--- src/pkg/port_a_pkg.sv ---
// Constants shared by the port A pin readback and function select block.
// Notes on behaviour
// RQ1 - Two read-only 16-bit pin level registers.
// RQ2 - Reads return pin levels regardless of function.
// RQ3 - Pin 26 field bits 10:8, four codes.
// RQ4 - Pin 25 field bits 6:4, four codes.
// RQ5 - Pin 24 field bits 1:0, four codes.
// RQ6 - Reserved bits 7,3,2 read zero, write zero.
// RQ7 - Software never writes codes 100 to 111.
// RQ8 - Route selected peripheral signal to pin.
package port_a_pkg;
  localparam logic [3:0]  ADDR_UPPER_LEVELS = 4'h0;
  localparam logic [3:0]  ADDR_LOWER_LEVELS = 4'h4;
  localparam logic [3:0]  ADDR_FUNC_SELECT  = 4'h8;
  localparam int          PIN_COUNT         = 32;
  localparam int          REG_WIDTH         = 16;
  localparam int          P26_MSB           = 10;
  localparam int          P26_LSB           = 8;
  localparam int          P25_MSB           = 6;
  localparam int          P25_LSB           = 4;
  localparam int          P24_MSB           = 1;
  localparam int          P24_LSB           = 0;
  localparam logic [15:0] FUNC_WRITE_MASK   = 16'h0773;
  localparam logic [2:0]  FUNC3_RESET       = 3'h0;
  localparam logic [1:0]  FUNC2_RESET       = 2'h0;
  localparam logic [2:0]  F3_GPIO           = 3'h0;
  localparam logic [2:0]  F3_ADDR           = 3'h1;
  localparam logic [2:0]  F3_DMA            = 3'h2;
  localparam logic [2:0]  F3_IRQ            = 3'h3;
  localparam logic [1:0]  F2_GPIO           = 2'h0;
  localparam logic [1:0]  F2_ADDR           = 2'h1;
  localparam logic [1:0]  F2_DMA            = 2'h2;
  localparam logic [1:0]  F2_IRQ            = 2'h3;
endpackage

--- src/hw/pin_level_sampler.sv ---
// Sampling register that captures the live level of all port pins.
`timescale 1ns/1ns
module pin_level_sampler (
  input  wire logic        core_clk_i, // Core clock.
  input  wire logic        rst_n_i,    // Asynchronous reset, active low.
  input  wire logic [31:0] pins_i,     // Live pin levels.
  output logic      [31:0] levels_o    // Registered pin levels.
);
  // One register stage; pins are taken as synchronous to the clock.
  always_ff @(posedge core_clk_i or negedge rst_n_i) begin
    if (!rst_n_i) begin
      levels_o <= 32'h0000_0000;
    end else begin
      levels_o <= pins_i; // RQ2
    end
  end
endmodule

--- src/hw/port_a_pin_mux.sv ---
// Port A pin level readback, function select and pin routing for pins 24 to 26.
`timescale 1ns/1ns
module port_a_pin_mux (
  input  wire logic        core_clk_i,          // Core clock, 250 MHz.
  input  wire logic        rst_n_i,             // Asynchronous reset, active low.
  input  wire logic        wb_cyc_i,            // Wishbone cycle.
  input  wire logic        wb_stb_i,            // Wishbone strobe.
  input  wire logic        wb_we_i,             // Wishbone write enable.
  input  wire logic [3:0]  wb_adr_i,            // Wishbone byte address.
  input  wire logic [3:0]  wb_sel_i,            // Wishbone byte selects.
  input  wire logic [31:0] wb_dat_i,            // Wishbone write data.
  output logic      [31:0] wb_dat_o,            // Wishbone read data.
  output logic             wb_ack_o,            // Wishbone acknowledge.
  input  wire logic [31:0] pin_i,               // Pin pad input levels.
  input  wire logic [2:0]  gpio_out_i,          // Port output data for pins 24 to 26.
  input  wire logic [2:0]  gpio_oe_i,           // Port output enables for pins 24 to 26.
  input  wire logic [2:0]  address_line_i,      // Bus controller address lines 24 to 26.
  input  wire logic        dma_transfer_end_ch3_i, // DMA transfer end, channel 3.
  input  wire logic        dma_acknowledge_ch3_i,  // DMA acknowledge, channel 3.
  output logic      [2:0]  pin_o,               // Pad output data for pins 24 to 26.
  output logic      [2:0]  pin_oe_o,            // Pad output enables for pins 24 to 26.
  output logic             dma_request_ch3_o,   // DMA request, channel 3.
  output logic             pin_interrupt_0_alt_o, // Interrupt input 0 from pin 24.
  output logic             pin_interrupt_1_alt_o, // Interrupt input 1 from pin 25.
  output logic             pin_interrupt_2_alt_o  // Interrupt input 2 from pin 26.
);
  import port_a_pkg::*;

  // Registered pin levels from the sampler.
  logic [31:0] levels;
  // Function fields, one register for each pin.
  logic [2:0]  pin26_function_field_reg;
  logic [2:0]  pin25_function_field_reg;
  logic [1:0]  pin24_function_field_reg;
  // Bus decode and read path.
  logic [15:0] func_word;
  logic        bus_req;
  logic        wr_func;
  logic [31:0] rd_next;
  // Next pad drive, registered before it reaches the pads.
  logic [2:0]  pin_next;
  logic [2:0]  oe_next;

  // Pin levels pass one register, then the read data register, so readback is two cycles behind the pad.
  pin_level_sampler u_sampler (
    .core_clk_i (core_clk_i),
    .rst_n_i    (rst_n_i),
    .pins_i     (pin_i),
    .levels_o   (levels)
  );

  // Single-cycle classic Wishbone: ack follows the request and drops after one cycle.
  assign bus_req = wb_cyc_i && wb_stb_i && !wb_ack_o;
  assign wr_func = bus_req && wb_we_i && (wb_adr_i == ADDR_FUNC_SELECT);

  // Assembled function select word; reserved bits stay zero.
  assign func_word = {5'h00, pin26_function_field_reg, 1'b0, pin25_function_field_reg,
                      2'h0, pin24_function_field_reg}; // RQ6

  // Acknowledge is a one-cycle pulse; a request still held is taken again on the cycle after ack drops.
  always_ff @(posedge core_clk_i or negedge rst_n_i) begin
    if (!rst_n_i) begin
      wb_ack_o <= 1'b0;
    end else begin
      wb_ack_o <= bus_req;
    end
  end

  // Pin 26 field lives in byte lane 1 of the function select word.
  always_ff @(posedge core_clk_i or negedge rst_n_i) begin
    if (!rst_n_i) begin
      pin26_function_field_reg <= FUNC3_RESET; // RQ3
    end else if (wr_func && wb_sel_i[1]) begin
      pin26_function_field_reg <= wb_dat_i[P26_MSB:P26_LSB]; // RQ3
    end
  end

  // Pin 25 field lives in byte lane 0; prohibited codes are stored as written.
  always_ff @(posedge core_clk_i or negedge rst_n_i) begin
    if (!rst_n_i) begin
      pin25_function_field_reg <= FUNC3_RESET; // RQ4
    end else if (wr_func && wb_sel_i[0]) begin
      pin25_function_field_reg <= wb_dat_i[P25_MSB:P25_LSB]; // RQ4
    end
  end

  // Pin 24 field shares byte lane 0 with pin 25.
  always_ff @(posedge core_clk_i or negedge rst_n_i) begin
    if (!rst_n_i) begin
      pin24_function_field_reg <= FUNC2_RESET; // RQ5
    end else if (wr_func && wb_sel_i[0]) begin
      pin24_function_field_reg <= wb_dat_i[P24_MSB:P24_LSB]; // RQ5
    end
  end

  // Read mux; pin level registers ignore writes and unmapped reads return zero.
  always_comb begin
    rd_next = 32'h0000_0000;
    unique case (wb_adr_i)
      ADDR_UPPER_LEVELS: rd_next = {16'h0000, levels[31:16]}; // RQ1
      ADDR_LOWER_LEVELS: rd_next = {16'h0000, levels[15:0]};  // RQ1
      ADDR_FUNC_SELECT:  rd_next = {16'h0000, func_word & FUNC_WRITE_MASK}; // RQ6
      default:           rd_next = 32'h0000_0000;
    endcase
  end

  // Read data is captured only on a read, so it holds until the next one.
  always_ff @(posedge core_clk_i or negedge rst_n_i) begin
    if (!rst_n_i) begin
      wb_dat_o <= 32'h0000_0000;
    end else if (bus_req && !wb_we_i) begin
      wb_dat_o <= rd_next;
    end
  end

  // Pad drive for a pin with a 3-bit field, returned as {enable, data}. Prohibited codes
  // fall back to the port function so the pad is never driven by an unexpected source;
  // software is expected not to write them anyway.
  function automatic logic [1:0] wide_drive(input logic [2:0] code,
                                            input logic       port_out,
                                            input logic       port_oe,
                                            input logic       bus_addr,
                                            input logic       dma_out);
    logic [1:0] drive;
    drive = {port_oe, port_out};
    case (code)
      F3_ADDR: begin
        drive = {1'b1, bus_addr}; // RQ8
      end
      F3_DMA: begin
        drive = {1'b1, dma_out}; // RQ8
      end
      F3_IRQ: begin
        drive = {1'b0, port_out}; // RQ8
      end
      default: begin
        drive = {port_oe, port_out}; // RQ7
      end
    endcase
    return drive;
  endfunction

  // Level handed to a peripheral input. It rests low while the pin serves another
  // function, so port traffic is never seen as a request or an interrupt.
  function automatic logic forward_level(input logic selected, input logic level);
    return selected && level;
  endfunction

  // Pad routing; every 2-bit code of pin 24 is legal, so its case needs no default.
  always_comb begin
    pin_next = gpio_out_i;
    oe_next  = gpio_oe_i;
    unique case (pin24_function_field_reg)
      F2_GPIO: begin
        oe_next[0] = gpio_oe_i[0]; // RQ5
      end
      F2_ADDR: begin
        pin_next[0] = address_line_i[0]; // RQ8
        oe_next[0]  = 1'b1;
      end
      F2_DMA, F2_IRQ: begin
        oe_next[0] = 1'b0; // RQ8
      end
    endcase
    {oe_next[1], pin_next[1]} = wide_drive(pin25_function_field_reg, gpio_out_i[1], gpio_oe_i[1],
                                           address_line_i[1], dma_acknowledge_ch3_i); // RQ4
    {oe_next[2], pin_next[2]} = wide_drive(pin26_function_field_reg, gpio_out_i[2], gpio_oe_i[2],
                                           address_line_i[2], dma_transfer_end_ch3_i); // RQ3
  end

  // Pad data passes one register so decode glitches never reach the pads.
  always_ff @(posedge core_clk_i or negedge rst_n_i) begin
    if (!rst_n_i) begin
      pin_o <= 3'h0;
    end else begin
      pin_o <= pin_next; // RQ8
    end
  end

  // Enables rest low in reset, so every pad starts as an input until software acts.
  always_ff @(posedge core_clk_i or negedge rst_n_i) begin
    if (!rst_n_i) begin
      pin_oe_o <= 3'h0;
    end else begin
      pin_oe_o <= oe_next; // RQ8
    end
  end

  // DMA request from pin 24; it lags the pad by two cycles, sampler then this stage.
  always_ff @(posedge core_clk_i or negedge rst_n_i) begin
    if (!rst_n_i) begin
      dma_request_ch3_o <= 1'b0;
    end else begin
      dma_request_ch3_o <= forward_level(pin24_function_field_reg == F2_DMA, levels[24]); // RQ8
    end
  end

  // Interrupt input 0 from pin 24.
  always_ff @(posedge core_clk_i or negedge rst_n_i) begin
    if (!rst_n_i) begin
      pin_interrupt_0_alt_o <= 1'b0;
    end else begin
      pin_interrupt_0_alt_o <= forward_level(pin24_function_field_reg == F2_IRQ, levels[24]); // RQ8
    end
  end

  // Interrupt input 1 from pin 25.
  always_ff @(posedge core_clk_i or negedge rst_n_i) begin
    if (!rst_n_i) begin
      pin_interrupt_1_alt_o <= 1'b0;
    end else begin
      pin_interrupt_1_alt_o <= forward_level(pin25_function_field_reg == F3_IRQ, levels[25]); // RQ8
    end
  end

  // Interrupt input 2 from pin 26.
  always_ff @(posedge core_clk_i or negedge rst_n_i) begin
    if (!rst_n_i) begin
      pin_interrupt_2_alt_o <= 1'b0;
    end else begin
      pin_interrupt_2_alt_o <= forward_level(pin26_function_field_reg == F3_IRQ, levels[26]); // RQ8
    end
  end
endmodule

--- config.mk ---
export PLATFORM = sky130hd
export DESIGN_NAME = port_a_pin_mux
export DESIGN_NICKNAME = d
export VERILOG_FILES = /design/src/pkg/port_a_pkg.sv /design/src/hw/pin_level_sampler.sv /design/src/hw/port_a_pin_mux.sv
export SDC_FILE = /design/constraint.sdc
export NUM_CORES = 1
export LEC_CHECK = 0
export BUFFER_PORTS_ARGS = -buffer_cell sky130_fd_sc_hd__buf_2
export CORE_ASPECT_RATIO = 1.25
export CORE_UTILIZATION = 40
export CTS_BUF_LIST = sky130_fd_sc_hd__clkbuf_8
export DETAILED_ROUTE_END_ITERATION = 10
export HOLD_SLACK_MARGIN = 0.06
export PLACE_DENSITY = 0.76
export SLEW_MARGIN = 20
export SYNTH_ARGS = -nofsm -noshare
export SYNTH_HDL_FRONTEND = slang
export SYNTH_SLANG_ARGS = --single-unit
--- constraint.sdc ---
create_clock -name core_clk_i -period 1.2 [get_ports core_clk_i]
set_input_delay 0.18 -clock core_clk_i [delete_from_list [all_inputs] [get_ports core_clk_i]]
set_output_delay 0.18 -clock core_clk_i [all_outputs]
set_load 0.01 [all_outputs]
==> summary.txt <==
Clocking
  • H-tree levels: 3
  • Root Buffer: clkbuf_8
  • Max Root-Sink Buffers: 2
  • CTS tree: built
  • Clock buffer count from CTS: 9
  • CTS clock-pin slew for the worst setup and hold paths: 0.07 ns
  • Clk_lat worst skew: 0.33 ns
  • Clock sinks: 67

Yosys
  • Yosys warns: 0
  • Synth cell count leaders: dfrtp_1, nand2_1, buf_4
  • Top cells by area, synth: dfrtp_1, mux2_2, buf_4
  • Count of cell types in the netlist: 32
  • Post-synthesis instance area: 2560 um^2
  • Most common cell in the netlist: dfrtp_1
  • Post-synth top area share: 65.5%
  • Synth area leader: dfrtp_1
  • Synth Area per Inst: 13.2 um^2
  • Gate Count Post-Synth: 194
  • Seq/Total Area, Yosys: 65.5%
  • EDFF count, synth: 0
  • Yosys reg bits: 67
  • Top_reg_cell synth: dfrtp_1
  • Async SR Flop Fraction: 100%

GRT
  • Gr ovfl total: 0
  • First-pass GRT wire length: 9090 um
  • Total GRT Usage: 18.6%
  • Vias in the first global route: 1911
  • Largest net degree at the start of global routing: 68
  • Initial antenna violation count: 0

Drt
  • Routed Antenna Nets: 0
  • Routed WL per cell: 14.1 um
  • Vias/cell: 4.69
  • Initial DRC Count: 45
  • DRC: 0
  • Detailed Routing Iterations Pass 1: 4
  • Drt total wl: 5990 um
  • Total number of vias: 1988

Setup path
  • Worst Path Required: 1.42 ns
  • Crit-path max FO: 3
  • Critical path class: reg -> reg
  • Crit end category: register
  • Worst Path Arrival: 1.55 ns
  • Setup crit start kind: register

Floorplanning
  • Number of I/O pins: 131
  • Die X: 73.5 um
  • Die height: 91.4 um
  • Starting Density: 41.5%
  • CORE AREA: 6170 um^2
  • Rows: 32
  • Full die area: 6720 um^2

STA
  • Tmin final: 1.33 ns
  • Slew of the pin with the lowest slew margin: 0.830 ns
  • Post-route setup TNS: -1.35 ns
  • Max Clk Rate: 753 MHz
  • Clock Skew: 0.00521 ns
  • Worst slew margin: 44.6%
  • Final Slew Violations: 0
  • RSZ-0062 raised after global routing: yes
  • Slack of the critical path: -0.129 ns
  • Final setup fails: 23
  • Final period util: 111%
  • Hold Violations, Final: 0

Layout
  • Post-route non-filler standard cell count: 424
  • Antenna cells: 0
  • Max FFs per register: 32
  • Ratio of cells with drive above 1 in the final layout: 45.7%
  • Nets: 422
  • Top reg by flops: u_sampler.levels_o
  • Biggest regs: u_sampler.levels_o: 32 flops, wb_dat_o: 16 flops
  • Synthesis-to-layout area growth: 55.2%
  • Core Util, Final: 64.4%
  • Final Cell Area: 3970 um^2

Run status
  • Failing checks: negative setup slack
  • Outcome: finished with violations

Power
  • Pwr dens: 1310 nW/um^2
  • Total power: 5.20 mW
  • Peak supply drop: 1.08 mV
  • Leakage power total: 1.94 nW

Placed design
  • DP Wirelength: 3720 um
  • Port Buf Inserts: 88
  • RePlAce Congestion: 0.818
  • DP Cell Count: 367
  • Post-DP Area: 3100 um^2

Min path
  • HP Class: in -> reg

Flow run
  • Maxcap violations: 0
-- metal layers --
metal	wire length [um]	part of all wire, %	up-vias	track usage (%)
li1	-	-	940	-
met3	246	4.1	8	6.22
met2	3420	57	72	32.0
met5	0	0	-	0
met1	2240	37	968	20.9
met4	78	1.3	0	6.73
-- placed cells by master (no fill, tap or decap), drive strengths merged, types with 2 or more instances in the layout --
| cell type | n |
|---|---|
| buf | 103 |
| mux2 | 11 |
| o22a | 2 |
| nand2 | 21 |
| nor3b | 2 |
| conb | 16 |
| o211ai | 2 |
| dfrtp | 67 |
| dlygate4sd3 | 34 |
| nand4 | 2 |
| clkbuf | 13 |
| a21oi | 2 |
| mux2i | 8 |
| nor2 | 13 |
| o21ai | 7 |
| o221a | 2 |
| bufinv | 2 |
| inv | 3 |
| o31ai | 8 |
| nor2b | 2 |
| a222oi | 7 |
-- cell type report --
class                   count  area (um^2)
repair buffers            139          985
well taps                  85          106
multi-input cells         115          968
inverters                   2         7.51
clock inverters             5         76.3
fillers                   499         2190
clock buffers              11          151
flip-flops and latches     67         1680
-- kinds of logic (layout without fill, tap and decap cells) --
group,Yosys count,in the layout,synth area share [%]
simple gates,48,48,9.93
other cells,1,16,0.147
flops,67,67,65.5
buf+inv,27,157,6.65
mux,19,19,7.97
compound gates,32,32,9.78
-- path summary, 6_finish.rpt --
| kind | start | endpoint | slack, ns | cells past startpoint |
|---|---|---|---|---|
| setup / recovery | wb_ack_o | pin26_function_field_reg[2] | -0.13 | 3 |
| hold / removal | wb_dat_i[8] | pin26_function_field_reg[0] | 0.07 | 2 |
| setup reg to reg | wb_ack_o | pin26_function_field_reg[2] | -0.13 | 3 |
| hold reg to reg | wb_dat_o[4] | wb_dat_o[4] | 0.48 | 2 |
| max in group asynchronous | rst_n_i | wb_dat_o[5] | 0.52 | 3 |
| min in group asynchronous | rst_n_i | u_sampler.levels_o[27] | 0.37 | 3 |
-- stage by stage --
stage | worst slack [ns] | hold WS, ns
2_1_floorplan | -0.104 | -0.116
3_3_place_gp | -0.109 | 0.216
3_5_place_dp | -0.152 | 0.222
4_1_cts | -0.123 | 0.0627
5_1_grt | -0.201 | 0.0616
6_report | -0.129 | 0.0735
-- worst max-delay path, cell delays in order, from the launching register on --
cell and delay (ns):
dfrtp_1 0.39, and3b_2 0.29, nand4_1 0.21, mux2_2 0.33
-- what timing repair did --
action / CTS / global route
setup buffers: 1 / 4
pin swaps: 5 / 21
setup endpoints to repair: 24 / 24
hold endpoints to repair: 99 / 1
resized for setup: 2 / 35
hold buffers: 33 / 1
cloned: 0 / 2
-- power by group --
part	internal, mW	switching [mW]	total [mW]
Sequential	2.38	0.0815	2.46
Combinational	0.353	0.313	0.666
Clock	1.27	0.798	2.07
No activity file was read; power rests on OpenSTA's default activity.
